## src/rtl/sysp_pkg.sv

```systemverilog
package sysp_pkg;
    // Device register offsets
    localparam logic [7:0]  OFS_CHIP_IDENT = 8'h00;
    localparam logic [7:0]  OFS_PIN_CFG    = 8'h04;
    // Identification value; upper bytes are arbitrary
    localparam logic [23:0] IDENT_BASE     = 24'h5a3ce1;
    localparam logic [7:0]  IDENT_REV      = 8'h01;
    // Pin configuration reset value and writable bits
    localparam logic [31:0] PIN_CFG_RST    = 32'hffff_0304;
    localparam logic [31:0] PIN_CFG_RW     = 32'hffff_930f;
    localparam logic [31:0] HALF_MASK      = 32'h0000_ffff;
    localparam logic        ACK_LVL_RST    = 1'h0;
    // Pin configuration field positions
    localparam int IRQ0_SEL_LSB = 24;
    localparam int PORT_A_LSB   = 20;
    localparam int PORT_B_LSB   = 16;
    localparam int ISO_OFF_BIT  = 15;
    localparam int CONT_BIT     = 12;
    localparam int IRQ_FLT_BIT  = 9;
    localparam int ACK_FLT_BIT  = 8;
    localparam int ACK_LVL_WR   = 5;
    localparam int ACK_LVL_RD   = 4;
    localparam int STRB_LVL_BIT = 3;
    localparam int DIR_LVL_BIT  = 2;
    localparam int SEL_LVL_BIT  = 1;
    localparam int SIZE_LVL_BIT = 0;
    // General-purpose pin interrupt sources
    localparam int         GPIO_N       = 10;
    localparam logic [3:0] GPIO_SRC_MAX = 4'h9;
    // Host controller register offsets
    localparam logic [7:0] H_OFS_LEVELS   = 8'h00;
    localparam logic [7:0] H_OFS_ADDR     = 8'h04;
    localparam logic [7:0] H_OFS_WDATA    = 8'h08;
    localparam logic [7:0] H_OFS_CMD      = 8'h0c;
    localparam logic [7:0] H_OFS_RDATA    = 8'h10;
    localparam logic [7:0] H_OFS_BUSY     = 8'h14;
    localparam logic [7:0] H_OFS_IRQ_STAT = 8'h18;
    localparam logic [7:0] H_OFS_IRQ_CLR  = 8'h1c;
    localparam logic [7:0] H_OFS_IRQ_EN   = 8'h20;
    // Host levels: 0 size, 1 select, 2 dir, 3 strobe, 4 ack
    localparam logic [4:0] H_LEVELS_RST   = 5'h04;
    localparam int CMD_GO_BIT   = 0;
    localparam int CMD_READ_BIT = 1;
    localparam int CMD_WIDE_BIT = 2;
    localparam int EV_DONE      = 0;
    localparam int EV_DEV_IRQ   = 1;
    // Host transfer states
    typedef enum logic [3:0] {
        H_IDLE  = 4'b0001,
        H_SETUP = 4'b0010,
        H_STRB  = 4'b0100,
        H_DONE  = 4'b1000
    } sysp_hstate_t;
endpackage

```

## src/rtl/sysp_link_if.sv

```systemverilog
`timescale 1ns/1ps
`default_nettype none
interface sysp_link_if #(parameter int AW = 8);
    // Host-driven pins, raw levels
    logic          select_pin;
    logic          strobe_pin;
    logic          dir_pin;
    logic          size_pin;
    logic [AW-1:0] addr;
    logic [31:0]   wdata;
    logic          ack_pull;
    // Device-driven pins
    logic [31:0]   rdata;
    logic          ack_drv;
    logic          ack_oe;
    logic          irq_drv;
    logic          irq_oe;
    // Resolved wires; released pins sit at the pull level
    logic          ack_pin;
    logic          irq_pin;
    assign ack_pin = ack_oe ? ack_drv : ack_pull;
    assign irq_pin = irq_oe ? irq_drv : 1'h1;
    modport device (
        input  select_pin, strobe_pin, dir_pin, size_pin, addr, wdata,
        output rdata, ack_drv, ack_oe, irq_drv, irq_oe
    );
    modport host (
        output select_pin, strobe_pin, dir_pin, size_pin, addr, wdata,
        output ack_pull,
        input  rdata, ack_pin, irq_pin
    );
endinterface
`default_nettype wire

```

## src/rtl/sysp_level.sv

```systemverilog
`timescale 1ns/1ps
`default_nettype none
// Maps active state to pin level and back; the map is its own inverse
module sysp_level #(parameter int W = 1) (
    // Value and programmed active levels
    input  wire logic [W-1:0] a_i,
    input  wire logic [W-1:0] level_i,
    // Converted value
    output logic      [W-1:0] y_o
);
    // Level 1 passes the value, level 0 inverts it
    assign y_o = ~(a_i ^ level_i);
endmodule
`default_nettype wire

```

## src/rtl/sysp_device.sv

```systemverilog
// Decided for this implementation: the Wishbone register port.
`timescale 1ns/1ps
`default_nettype none
module sysp_device #(
    parameter int         AW  = 8,
    parameter logic [7:0] REV = sysp_pkg::IDENT_REV
) (
    // Clock and reset
    input  wire logic                       clk_i,
    input  wire logic                       rst_i,
    // Microcontroller link
    sysp_link_if.device                     link,
    // General-purpose pins and their interrupts
    input  wire logic [sysp_pkg::GPIO_N-1:0] gpio_i,
    output logic      [1:0]                 gpio_irq_o,
    // Interrupt request from the core
    input  wire logic                       irq_req_i,
    // Data port active levels
    output logic      [3:0]                 port_a_level_o,
    output logic      [3:0]                 port_b_level_o,
    // PHY link pins
    output logic                            bus_holder_isolation_off_o,
    input  wire logic                       contender_d_i,
    input  wire logic                       contender_pin_i,
    output logic                            contender_pin_o,
    output logic                            contender_pin_oe_o,
    output logic                            contender_rx_o
);
    import sysp_pkg::*;

    logic [31:0] cfg_r;
    logic        ack_lvl_r;
    logic        ack_lvl_nxt;
    logic        ack_r;
    logic [31:0] rdata_r;
    logic        irq_drv_r;
    logic        irq_oe_r;
    logic [1:0]  gpio_irq_r;
    logic        cont_q_r;
    logic        cont_rx_r;
    logic        sel_act;
    logic        stb_act;
    logic        rd_act;
    logic        wide_act;
    logic        take;
    logic        hit_ident;
    logic        hit_cfg;
    logic [31:0] wmask;
    logic [31:0] rd_val;
    logic [31:0] ident;

    // Host pins decoded through the programmed levels
    sysp_level #(.W(4)) u_in_level (
        .a_i     ({link.select_pin, link.strobe_pin,
                   link.dir_pin, link.size_pin}),
        .level_i ({cfg_r[SEL_LVL_BIT], cfg_r[STRB_LVL_BIT],
                   cfg_r[DIR_LVL_BIT], cfg_r[SIZE_LVL_BIT]}),
        .y_o     ({sel_act, stb_act, rd_act, wide_act})
    );

    // Ack pin level follows its own programmed level
    sysp_level #(.W(1)) u_ack_level (
        .a_i     (ack_r),
        .level_i (ack_lvl_r),
        .y_o     (link.ack_drv)
    );

    // A new access is taken only once the last ack is gone
    assign take = sel_act & stb_act & ~ack_r;

    // Address decode; anything else reads zero
    assign hit_ident = link.addr == AW'(OFS_CHIP_IDENT);
    assign hit_cfg   = link.addr == AW'(OFS_PIN_CFG);

    // Narrow writes reach the low half only
    assign wmask = wide_act ? 32'hffff_ffff : HALF_MASK;

    // Only the low byte carries the revision
    assign ident = {IDENT_BASE, REV};

    // Read value; reserved and write-only bits read zero
    always_comb begin
        rd_val = 32'h0000_0000;
        if (hit_ident) begin
            rd_val = ident;
        end else if (hit_cfg) begin
            rd_val = cfg_r & PIN_CFG_RW;
            rd_val[ACK_LVL_RD] = ack_lvl_r;
        end
    end

    // Configuration store; the ident word ignores writes
    always_ff @(posedge clk_i) begin
        if (rst_i) begin
            cfg_r <= PIN_CFG_RST & PIN_CFG_RW;
        end else if (take && !rd_act && hit_cfg) begin
            cfg_r <= (cfg_r & ~(wmask & PIN_CFG_RW))
                   | (link.wdata & wmask & PIN_CFG_RW);
        end
    end

    // Ack level sits apart: written at one bit, read at another
    always_ff @(posedge clk_i) begin
        if (rst_i) begin
            ack_lvl_nxt <= ACK_LVL_RST;
        end else if (take && !rd_act && hit_cfg) begin
            ack_lvl_nxt <= link.wdata[ACK_LVL_WR];
        end
    end

    // New ack level waits until the writing access has let go;
    // switching mid-answer would hide that ack and hang the host
    always_ff @(posedge clk_i) begin
        if (rst_i) begin
            ack_lvl_r <= ACK_LVL_RST;
        end else if (!ack_r) begin
            ack_lvl_r <= ack_lvl_nxt;
        end
    end

    // Ack rises after the access and holds until strobe drops
    always_ff @(posedge clk_i) begin
        if (rst_i) begin
            ack_r <= 1'h0;
        end else if (take) begin
            ack_r <= 1'h1;
        end else if (!stb_act) begin
            ack_r <= 1'h0;
        end
    end

    // Read data is captured at the access and held after it
    always_ff @(posedge clk_i) begin
        if (rst_i) begin
            rdata_r <= 32'h0000_0000;
        end else if (take && rd_act) begin
            rdata_r <= rd_val;
        end
    end

    assign link.rdata = rdata_r;

    // Released ack sits at the host pull level, seen as inactive
    assign link.ack_oe = ~cfg_r[ACK_FLT_BIT] | ack_r;

    // Interrupt pin is low while asserted; float keeps it released
    always_ff @(posedge clk_i) begin
        if (rst_i) begin
            irq_drv_r <= 1'h1;
            irq_oe_r  <= 1'h0;
        end else begin
            irq_drv_r <= ~irq_req_i;
            irq_oe_r  <= ~cfg_r[IRQ_FLT_BIT] | irq_req_i;
        end
    end

    assign link.irq_drv = irq_drv_r;
    assign link.irq_oe  = irq_oe_r;

    // One selector per GPIO interrupt; codes above nine pick none
    for (genvar c = 0; c < 2; c++) begin : g_gpio_irq
        logic [3:0] src;
        assign src = cfg_r[IRQ0_SEL_LSB + 4*c +: 4];
        always_ff @(posedge clk_i) begin
            if (rst_i) begin
                gpio_irq_r[c] <= 1'h0;
            end else if (src <= GPIO_SRC_MAX) begin
                gpio_irq_r[c] <= gpio_i[src];
            end else begin
                gpio_irq_r[c] <= 1'h0;
            end
        end
    end

    assign gpio_irq_o = gpio_irq_r;

    // Levels come straight from the store, live the cycle after a write
    assign port_a_level_o = cfg_r[PORT_A_LSB +: 4];
    assign port_b_level_o = cfg_r[PORT_B_LSB +: 4];
    assign bus_holder_isolation_off_o = cfg_r[ISO_OFF_BIT];

    // Contender direction; input sampling is masked while driving
    always_ff @(posedge clk_i) begin
        if (rst_i) begin
            cont_q_r  <= 1'h0;
            cont_rx_r <= 1'h0;
        end else begin
            cont_q_r  <= contender_d_i;
            cont_rx_r <= cfg_r[CONT_BIT] ? 1'h0 : contender_pin_i;
        end
    end

    assign contender_pin_o    = cont_q_r;
    assign contender_pin_oe_o = cfg_r[CONT_BIT];
    assign contender_rx_o     = cont_rx_r;
endmodule
`default_nettype wire

```

## src/flat_wrapper.sv

```systemverilog
// flat-port wrapper written by rule: the top's interface ports become plain ports
module sysp_device_flat import sysp_pkg::*;
#(
    parameter int         AW  = 8,
    parameter logic [7:0] REV = sysp_pkg::IDENT_REV
)
  (clk_i, rst_i, gpio_i, gpio_irq_o, irq_req_i, port_a_level_o, port_b_level_o, bus_holder_isolation_off_o, contender_d_i, contender_pin_i, contender_pin_o, contender_pin_oe_o, contender_rx_o, link_select_pin, link_strobe_pin, link_dir_pin, link_size_pin, link_addr, link_wdata, link_rdata, link_ack_drv, link_ack_oe, link_irq_drv, link_irq_oe);
  sysp_link_if #(.AW(AW)) link_i ();
  input  wire logic clk_i;
  input  wire logic rst_i;
  input  wire logic [sysp_pkg::GPIO_N-1:0] gpio_i;
  output logic      [1:0] gpio_irq_o;
  input  wire logic irq_req_i;
  output logic      [3:0] port_a_level_o;
  output logic      [3:0] port_b_level_o;
  output logic bus_holder_isolation_off_o;
  input  wire logic contender_d_i;
  input  wire logic contender_pin_i;
  output logic contender_pin_o;
  output logic contender_pin_oe_o;
  output logic contender_rx_o;
  input wire logic [$bits(link_i.select_pin)-1:0] link_select_pin;
  input wire logic [$bits(link_i.strobe_pin)-1:0] link_strobe_pin;
  input wire logic [$bits(link_i.dir_pin)-1:0] link_dir_pin;
  input wire logic [$bits(link_i.size_pin)-1:0] link_size_pin;
  input wire logic [$bits(link_i.addr)-1:0] link_addr;
  input wire logic [$bits(link_i.wdata)-1:0] link_wdata;
  output wire logic [$bits(link_i.rdata)-1:0] link_rdata;
  output wire logic [$bits(link_i.ack_drv)-1:0] link_ack_drv;
  output wire logic [$bits(link_i.ack_oe)-1:0] link_ack_oe;
  output wire logic [$bits(link_i.irq_drv)-1:0] link_irq_drv;
  output wire logic [$bits(link_i.irq_oe)-1:0] link_irq_oe;
  assign link_i.select_pin = link_select_pin;
  assign link_i.strobe_pin = link_strobe_pin;
  assign link_i.dir_pin = link_dir_pin;
  assign link_i.size_pin = link_size_pin;
  assign link_i.addr = link_addr;
  assign link_i.wdata = link_wdata;
  assign link_rdata = link_i.rdata;
  assign link_ack_drv = link_i.ack_drv;
  assign link_ack_oe = link_i.ack_oe;
  assign link_irq_drv = link_i.irq_drv;
  assign link_irq_oe = link_i.irq_oe;
  sysp_device #(.AW(AW), .REV(REV)) u_core (.clk_i(clk_i), .rst_i(rst_i), .link(link_i), .gpio_i(gpio_i), .gpio_irq_o(gpio_irq_o), .irq_req_i(irq_req_i), .port_a_level_o(port_a_level_o), .port_b_level_o(port_b_level_o), .bus_holder_isolation_off_o(bus_holder_isolation_off_o), .contender_d_i(contender_d_i), .contender_pin_i(contender_pin_i), .contender_pin_o(contender_pin_o), .contender_pin_oe_o(contender_pin_oe_o), .contender_rx_o(contender_rx_o));
endmodule
```

## config.mk

```make
export PLATFORM = sky130hd
export DESIGN_NAME = sysp_device_flat
export DESIGN_NICKNAME = d
export VERILOG_FILES = /design/src/rtl/sysp_pkg.sv /design/src/rtl/sysp_link_if.sv /design/src/rtl/sysp_level.sv /design/src/rtl/sysp_device.sv /design/src/flat_wrapper.sv
export SDC_FILE = /design/constraint.sdc
export NUM_CORES = 1
export LEC_CHECK = 0
export BUFFER_PORTS_ARGS = -buffer_cell sky130_fd_sc_hd__buf_4
export CORE_UTILIZATION = 39
export DETAILED_ROUTE_END_ITERATION = 16
export PLACE_DENSITY_LB_ADDON = 0.12
export SYNTH_ARGS = -nofsm -noshare
export SYNTH_HDL_FRONTEND = slang
export SYNTH_SLANG_ARGS = --single-unit
```

## constraint.sdc

```tcl
create_clock -name clk_i -period 1.8 [get_ports clk_i]
set_clock_uncertainty 0.05 [all_clocks]
set_input_delay 0.18 -clock clk_i [delete_from_list [all_inputs] [get_ports clk_i]]
set_output_delay 0.18 -clock clk_i [all_outputs]
set_load 0.02 [all_outputs]
```

After elaboration in Yosys (flattened, before gate mapping)
Cells that the tools add are included.
{ "classes": {"n_mux": 9, "order_cmp": 4, "eq_ne": 2, "reduce_logical": 8, "bitwise": 18} }
{ "op_table": {"columns": ["op", "n"], "rows": [
  ["$mux 32", 3],
  ["$and 32x32->32", 2],
  ["$not 32->32", 1],
  ["$or 32x32->32", 1],
  ["$lt 4x5->1 const B", 2],
  ["$bmux 1 s4", 2],
  ["$eq 8x3->1 const B", 1],
  ["$le 4x4->1 const B", 2],
  ["$logic_not 8->1", 1],
  ["$not 1->1", 7],
  ["$reduce_or 2->1", 3],
  ["$mux 1", 4],
  ["$not 4->4", 1],
  ["$xor 4x4->4", 1],
  ["$logic_and 1x1->1", 3],
  ["$and 1x1->1", 2],
  ["$ne 2x1->1 const B", 1],
  ["$or 1x1->1", 2],
  ["$logic_not 1->1", 1],
  ["$xor 1x1->1", 1]
]} }
{ "word_totals": {"elab_cells": 52, "register_bits": 73, "inputBits": 59} }

Logic depth before layout (Yosys ltp)
Gate-level depths: netlist of run 1.
{ "depth": {"depth_word": 6, "depth_mapped": 7} }

Hierarchy
From an unflattened synthesis of run 1, not the netlist that was laid out.
{ "hier_totals": {"cells_unflattened": 301, "area_unflattened_um2": 2691.3} }
{ "by_module_without_submodules": {"columns": ["module", "n_inst", "area_per_inst_um2", "cells_per_inst"], "rows": [
  ["sysp_device", 1, 2647.5, 296],
  ["sysp_level at u_core.u_in_level", 1, 35.0, 4],
  ["sysp_level at u_core.u_ack_level", 1, 8.8, 1]
]} }

Worst setup path after synthesis of run 1
No wires, ideal clock.
{ "synth_timing": {"kind": "reg-to-reg", "from": "reg u_core.ack_r", "to": "reg u_core.cfg_r[9]", "period_less_slack_ns": 1.549, "path_stages_with_launch": 7, "t_required_ns": 1.630, "t_arrival_ns": 1.379, "setup_slack_ns": 0.251, "n_path_buf": 2, "path_cell_list": "dfxtp_1 > clkbuf_1 > inv_1 > and4_1 > buf_4 > and3_1 > a211o_1"} }
{ "synth_via": {"elab_chain_len": 4} }
{ "synth_rtl": {"columns": ["element", "line_no", "source"], "rows": [
  ["from (decl)", "sysp_device.sv:34", "logic ack_r;"],
  ["from (signal assigned)", "sysp_device.sv:124", "ack_r <= 1'h0;"],
  ["from (signal assigned)", "sysp_device.sv:126", "ack_r <= 1'h1;"],
  ["from (signal assigned)", "sysp_device.sv:128", "ack_r <= 1'h0;"],
  ["$not 1->1", "sysp_device.sv:69", "assign take = sel_act & stb_act & ~ack_r;"],
  ["$and 1x1->1", "sysp_device.sv:69", null],
  ["$logic_and 1x1->1 (2 in a row)", "sysp_device.sv:96", "end else if (take && !rd_act && hit_cfg) begin"],
  ["to (signal assigned)", "sysp_device.sv:95", "cfg_r <= PIN_CFG_RST & PIN_CFG_RW;"],
  ["to (signal assigned)", "sysp_device.sv:97", "cfg_r <= (cfg_r & ~(wmask & PIN_CFG_RW))"],
  ["to (decl)", "sysp_device.sv:31", "logic [31:0] cfg_r;"]
]} }
No other way between the ends.
A chain may end at the register's enable or synchronous reset.

Worst setup path after layout of run 1
{ "layout_timing": {"from": "reg u_core.cfg_r[2]", "to": "reg u_core.cfg_r[2]"} }
{ "layout_via": {"elab_chain_len": 5, "word_cells_on_any_way": 7, "classes_between": "bitwise: 4; reduce/logical: 3"} }
{ "layout_rtl": {"columns": ["element", "line_no", "source"], "rows": [
  ["$xor 4x4->4", "sysp_level.sv:12", "assign y_o = ~(a_i ^ level_i);"],
  ["$not 4->4", "sysp_level.sv:12", null],
  ["$logic_not 1->1", "sysp_device.sv:96", null],
  ["$logic_and 1x1->1 (2 in a row)", "sysp_device.sv:96", null]
]} }
Several ways; a longest one is shown, not always the timed one.

==> results of run 1 <==
-- worst max-delay path by stage --
stage                     from                    end  slack [ns]  cells past startpoint
2_1_floorplan     u_core.ack_r        u_core.cfg_r[9]        0.25                      6
3_3_place_gp   u_core.cfg_r[2]   u_core.link.rdata[8]       -0.05                      4
3_5_place_dp   u_core.cfg_r[2]  u_core.link.rdata[27]       -0.10                      4
4_1_cts        u_core.cfg_r[2]        u_core.cfg_r[2]        0.15                      5
5_1_grt        u_core.cfg_r[2]        u_core.cfg_r[9]        0.04                      5
6_report       u_core.cfg_r[2]        u_core.cfg_r[2]        0.15                      5
-- timing repair --
action,CTS,global route
hold buffers,1,0
endpoints found under the setup margin,13,0
endpoints found under the hold margin,1,0
gates resized for setup,3,0
-- area by class of cell --
| type | count | share of cell area |
|---|---|---|
| Timing Repair Buffer | 112 | 0.234 |
| Multi-Input combinational cell | 202 | 0.361 |
| Sequential cell | 59 | 0.319 |
| Clock buffer | 15 | 0.0503 |
| Clock inverter | 1 | 0.00135 |
| Inverter | 2 | 0.00203 |
| Tap cell | 96 | 0.0324 |
-- power groups by stage --
| stage | Clock (mW) | Combinational, mW | Sequential, mW |
|---|---|---|---|
| final | 1.14 | 0.307 | 1.33 |
| after global routing | 1.23 | 0.331 | 1.34 |
| after floorplan | 0 | 0.146 | 1.38 |
| after global placement | 0 | 0.301 | 1.36 |
| after detailed placement | 0 | 0.304 | 1.36 |
| after CTS | 1.17 | 0.309 | 1.33 |
-- logic make-up after synthesis --
logic type	after synthesis	synth area share
xor gates and xnor gates	8	0.0253
other	1	0.00136
AOI/OAI and AO/OA	81	0.205
muxes	6	0.0398
buffers and inverters	43	0.101
and+or+nand+nor	102	0.200
DFF	59	0.427
-- metal layers --
layer,share of wire,vias to the layer above,wire [um]
met3,0.068,5,482
met1,0.50,1114,3570
met4,0.0090,0,64
li1,-,1258,-
met5,0,-,0
met2,0.42,82,2990
-- critical path, delay by kind of cell, from the launching register on --
family	cells	cell delay, ns
xor gates and xnor gates	1	0.28
AOI/OAI and AO/OA	1	0.31
buffers and inverters	1	0.17
and+or+nand+nor	2	0.39
DFF	1	0.34
-- layout by cell type (no fill, tap or decap), types with 2 or more instances in the layout --
| cell | Yosys | routed |
|---|---|---|
| clkbuf_1 | 14 | 2 |
| mux4_2 | 4 | 4 |
| o211ai_1 | 4 | 4 |
| nand4_1 | 2 | 2 |
| o21ai_0 | 18 | 18 |
| inv_1 | 2 | 2 |
| nor3_1 | 2 | 2 |
| a41oi_1 | 16 | 16 |
| a211oi_1 | 12 | 12 |
| nor2_1 | 15 | 15 |
| conb_1 | 1 | 5 |
| nor4b_1 | 2 | 2 |
| nand3_1 | 22 | 22 |
| a211o_1 | 3 | 3 |
| nor2b_1 | 3 | 2 |
| dfxtp_1 | 59 | 59 |
| xnor2_1 | 4 | 3 |
| nand2b_1 | 13 | 13 |
| xor2_1 | 4 | 3 |
| clkbuf_8 | 3 | 13 |
| buf_12 | 0 | 2 |
| mux2i_1 | 2 | 2 |
| buf_4 | 18 | 109 |
| o31ai_1 | 16 | 16 |
| a21oi_1 | 7 | 7 |
| nand2_1 | 29 | 29 |
| a22oi_1 | 2 | 2 |
| and3_1 | 4 | 4 |
-- stage by stage --
stage / power (mW) / setup slack (ns) / util / hold WS [ns]
after floorplan: 1.53 / 0.251 / - / 0.204
after global placement: 1.66 / -0.0503 / 0.510 / 0.310
after detailed placement: 1.67 / -0.102 / 0.510 / 0.313
after CTS: 2.81 / 0.148 / 0.542 / 0.00553
after global routing: 2.90 / 0.0375 / 0.542 / 0.0134
final: 2.78 / 0.149 / 0.542 / 0.0132
==> results.md, run 1 <==
* Outcome: complete, no violations
* Vias at 2459
* Clock slew at reported path FFs at 0.06 ns
* DRC violations left at 0
* Worst Max-Slew Pin Slew at 0.789 ns
* First-pass GRT wire length at 11.3 mm
* Detail Route Antenna Nets at 0
* Fin. Hold Viols at 0
* Max IR drop VDD at 356 uV
* Grt total ovfl at 0
* Sink of the worst hold path: u_core.contender_pin_o
* Cell taking the most area after synthesis: dfxtp_1
* Fin crit period at 1.65 ns
* Total wire length at 7.10 mm
* Post-synth EDFFs at 0
* GRT Total Usage at 0.197
* Root Driver: clkbuf_8
* Initial Util at 0.405
* Crit path launch type: register
* Ys Warns at 0
* CP Cell Sequence: xor2_1 > buf_4 > and4_1 > nand2_1 > a211o_1
* Top-count cell post-synth: dfxtp_1
* Synthesized instance count at 300
* CP Class: register to register
* Mean routed wirelength per cell at 14.6 um
* Area contributors post-synth: dfxtp_1, a41oi_1, buf_4
* Critical path arrival at 1.82 ns
* Met2 usage at 0.282
* RSZ-0062 raised after global routing: no
* Fin area at 0.00370 mm2
* Fin Setup TNS at 0 ns
* Multi-input logic area at 0.00134 mm2
* Num ports at 109
* Placed cell areas at 0.00349 mm2
* Part of the power in registers at 0.480
* Vias in the first global route at 2315
* R2R Path Start: u_core.cfg_r[2]
* Clk_lat worst skew at 0.33 ns
* Routing usage on met3 at 0.0505
* Final setup violation count at 0
* FF+latch area at 0.00118 mm2
* Reg2reg end: u_core.cfg_r[2]
* Met1 Resource Use GR at 0.286
* CP max-delay cell: dfxtp_1
* Reg2Reg Setup Slack at 0.15 ns
* Syn Area/Cell at 9.21 um2
* Worst hold path class: input port to register
* Diodes inserted at 0
* Clk pwr share at 0.410
* Placed insts at 470
* Synth async-reset ratio at 0
* Layout Cells excl Fill at 487
* # fillers at 674
* Avg Vias per Cell at 5.05
* Fin nets at 445
* Clk buf depth at 2
* Most common library cells after synthesis: dfxtp_1, nand2_1, nand3_1, buf_4, o21ai_0
* TritonRoute pass-1 iters at 4
* Synth Register Bits at 59
* Mapped cell area at 0.00276 mm2
* Max-Cap Viols at 0
* Combinational cell fraction of total power at 0.110
* Core ar. at 0.00683 mm2
* GR peak layer: met1
* Row cnt at 30
* Layout cells sized above 1 at 0.353
* Cell variety after synth at 43
* Largest net degree at the start of global routing at 39
* Fmax at 606 MHz
* DP HPWL at 4.89 mm
* H-tree depth at 3
* Hold-critical path depth at 2
* CP Max Fanout at 3
* Sw frac at 0.235
* Area grow syn2layout at 34.0%
* Synth Flop Type: dfxtp_1
* Post-CTS Setup Bufs at 0
* Port bufs at 96
* Sequential share of the synthesized area at 0.427
* Crit path largest cell delay at 0.34 ns
* DIE AREA at 0.00743 mm2
* CTS tree: done
* Period utilisation layout at 0.917
* Relative slew margins at 0.474
* Die Width at 86.2 um
* Psw at 655 uW
* Worst Min Path Start: contender_d_i
* Max Slew Vio Count at 0
* Gp weighted congestion at 0.792
* Required time of the worst setup path at 1.97 ns
* DR iter-0 viols at 123
* Die H at 86.2 um
* Top cell type's share of synthesized area at 0.427
* Leakage Power at 1.45 nW
* Clock sinks at 59
* Num CTS Buffers at 9
* CP Capture Type: register
* Pwr Density at 750 mW/mm2
* Initial antenna violation count at 0
* Int Pwr at 2.13 mW
* Worst reg-to-reg path cell count at 5
(Power assumes the default switching activity.)
==> run 2, diff against run 1 <==
Settings changed: SYNTH_HIERARCHICAL set to 1.
==> results.md, run 2 <==
* Required time of the worst setup path at 1.97 ns
* Root Driver: clkbuf_8
* Initial Util at 0.414
* Critical path arrival at 1.83 ns
* Core ar. at 0.00649 mm2
* CP Max Fanout at 9
* TritonRoute pass-1 iters at 4
* Commonest non-fill, non-tap cell in the layout: buf_4
* Clk_lat worst skew at 0.33 ns
* Area contributors post-synth: dfxtp_1, mux2i_1, a21oi_1
* Clock slew at reported path FFs at 0.07 ns
* Fin. Hold Viols at 0
* CP Capture Type: register
* Fin area at 0.00363 mm2
* Synth async-reset ratio at 0
* Psw at 667 uW
* Period utilisation layout at 0.920
* Largest net degree at the start of global routing at 33
* Sequential share of the synthesized area at 0.439
* Port bufs at 96
* Most common library cells after synthesis: dfxtp_1, a21oi_1, nor2_1, nand2_1, nand4_1
* Synth Register Bits at 59
* Total wire length at 7.13 mm
* Fin nets at 450
* Sw frac at 0.254
* Row cnt at 29
* Pwr Density at 723 mW/mm2
* Detail Route Antenna Nets at 0
* Die H at 85.1 um
* Clk pwr share at 0.399
* Cell variety after synth at 45
* Fmax at 604 MHz
* CP Cell Sequence: xnor2_1 > or4bb_4 > o31ai_1 > a21oi_1
* Max IR drop VDD at 487 uV
* Most frequent cells in the layout: buf_4, dfxtp_1, a21oi_1, nor2_1, nand2_1
* CTS tree: done
* Area grow syn2layout at 35.0%
* GRT Total Usage at 0.207
* Placed insts at 456
* Mapped cell area at 0.00269 mm2
* Layout Cells excl Fill at 472
* Setup WS post-layout at 0.144 ns
* Vias at 2516
* CP Class: register to register
* Max Slew Vio Count at 0
* Num ports at 109
* DR iter-0 viols at 126
* Max-Cap Viols at 0
* Clock sinks at 59
* # fillers at 615
* Final core utilization at 0.559
* Mean routed wirelength per cell at 15.1 um
* Diodes inserted at 0
* Num CTS Buffers at 9
* Avg Vias per Cell at 5.33
* Outcome: complete, no violations
* DIE AREA at 0.00724 mm2
* CP max-delay cell: or4bb_4
* Family with the most delay on the worst path: simple AND/OR/NAND/NOR gates
* Vias in the first global route at 2360
* H-tree depth at 3
* Worst hold path class: input port to register
* First-pass GRT wire length at 11.6 mm
* Top-count cell post-synth: dfxtp_1
* Setup WS pre-CTS at 0.0716 ns
* CP bufs+invs at 0
* Crit path largest cell delay at 0.62 ns
* Gp weighted congestion at 0.865
* Clk buf depth at 2
* DRC violations left at 0
* Cell taking the most area after synthesis: dfxtp_1
* Ys Warns at 6
* Hold WS at 0.0121 ns
* Die Width at 85.1 um
* Layout cells sized above 1 at 0.347
* Int Pwr at 1.96 mW
* Syn Area/Cell at 8.94 um2
* Crit path launch type: register
* Grt total ovfl at 0
* Part of the power in registers at 0.500
* Multi-input logic area at 0.00131 mm2
* FF+latch area at 0.00118 mm2
* Initial antenna violation count at 0
* Top cell type's share of synthesized area at 0.439
* Post-synth EDFFs at 0
* Synth Flop Type: dfxtp_1
* Final setup violation count at 0
* Placed cell areas at 0.00345 mm2
* DP HPWL at 5.08 mm
* Combinational cell fraction of total power at 0.101
* RSZ-0062 raised after global routing: yes
* Fin crit period at 1.66 ns
* Leakage Power at 1.58 nW
* Synthesized instance count at 301
[run 2: cell types whose count changed after synthesis, sizes merged, moves of 12 or more]
| cell | before | now |
|---|---|---|
| a211oi | 12 | 0 |
| a21oi | 7 | 33 |
| a41oi | 16 | 0 |
| mux2i | 2 | 17 |
| nand3 | 22 | 1 |
| nand4 | 2 | 22 |
| nor2 | 15 | 33 |
| o21ai | 19 | 4 |
[run 2: timing repair]
| item | CTS | global route |
|---|---|---|
| resized for setup | 0 | 1 |
| endpoints found under the setup margin | 0 | 8 |
| hold buffers | 1 | 0 |
| hold endpoints to repair | 1 | 0 |
| setup buffers | 0 | 0 |
[run 2: through the flow]
stage	TNS, ns	total power [mW]
floorplan	0	1.47
global placement	0	1.61
detailed placement	0	1.61
CTS	0	2.66
global route	-0.0388	2.76
finish	0	2.63
[run 2: area by class of cell]
| class | count | share of cell area |
|---|---|---|
| multi-input cells | 203 | 0.361 |
| flip-flops and latches | 59 | 0.325 |
| repair buffers | 115 | 0.238 |
| clock buffers | 10 | 0.0379 |
| well taps | 77 | 0.0265 |
| clock inverters | 5 | 0.00826 |
| inverters | 3 | 0.00310 |
[run 2: logic make-up (layout without fill, tap and decap cells)]
group | count (synthesis) | after routing | synth area share
xor gates and xnor gates | 5 | 5 | 0.0163
AOI/OAI and AO/OA | 64 | 64 | 0.149
buffers and inverters | 43 | 133 | 0.0841
muxes | 23 | 23 | 0.0967
and+or+nand+nor | 106 | 106 | 0.214
DFF | 59 | 59 | 0.439
other | 1 | 5 | 0.00139
[run 2: power groups by stage]
stage,Sequential (mW),Clock [mW],Combinational (mW)
after floorplan,1.35,0,0.116
after global placement,1.34,0,0.262
after detailed placement,1.34,0,0.263
after CTS,1.31,1.08,0.266
after global routing,1.31,1.15,0.288
final,1.31,1.05,0.266
[run 2: per-layer routing]
metal / track usage / share of wire / routed length (um) / vias to the layer above
met3: 0.0720 / 0.066 / 468 / 7
met2: 0.331 / 0.47 / 3370 / 86
met4: 0.0570 / 0.012 / 84 / 0
met1: 0.264 / 0.45 / 3210 / 1165
met5: 0 / 0 / 0 / -
li1: - / - / - / 1258
[run 2: worst paths after layout]
path                    startpoint                endpoint  slack (ns)  cells after the start
max                u_core/cfg_r[3]         u_core/cfg_r[3]        0.14                      4
min                  contender_d_i  u_core/contender_pin_o        0.01                      2
max reg2reg        u_core/cfg_r[3]         u_core/cfg_r[3]        0.14                      4
min reg2reg  u_core/link.rdata[26]   u_core/link.rdata[26]        0.40                      2
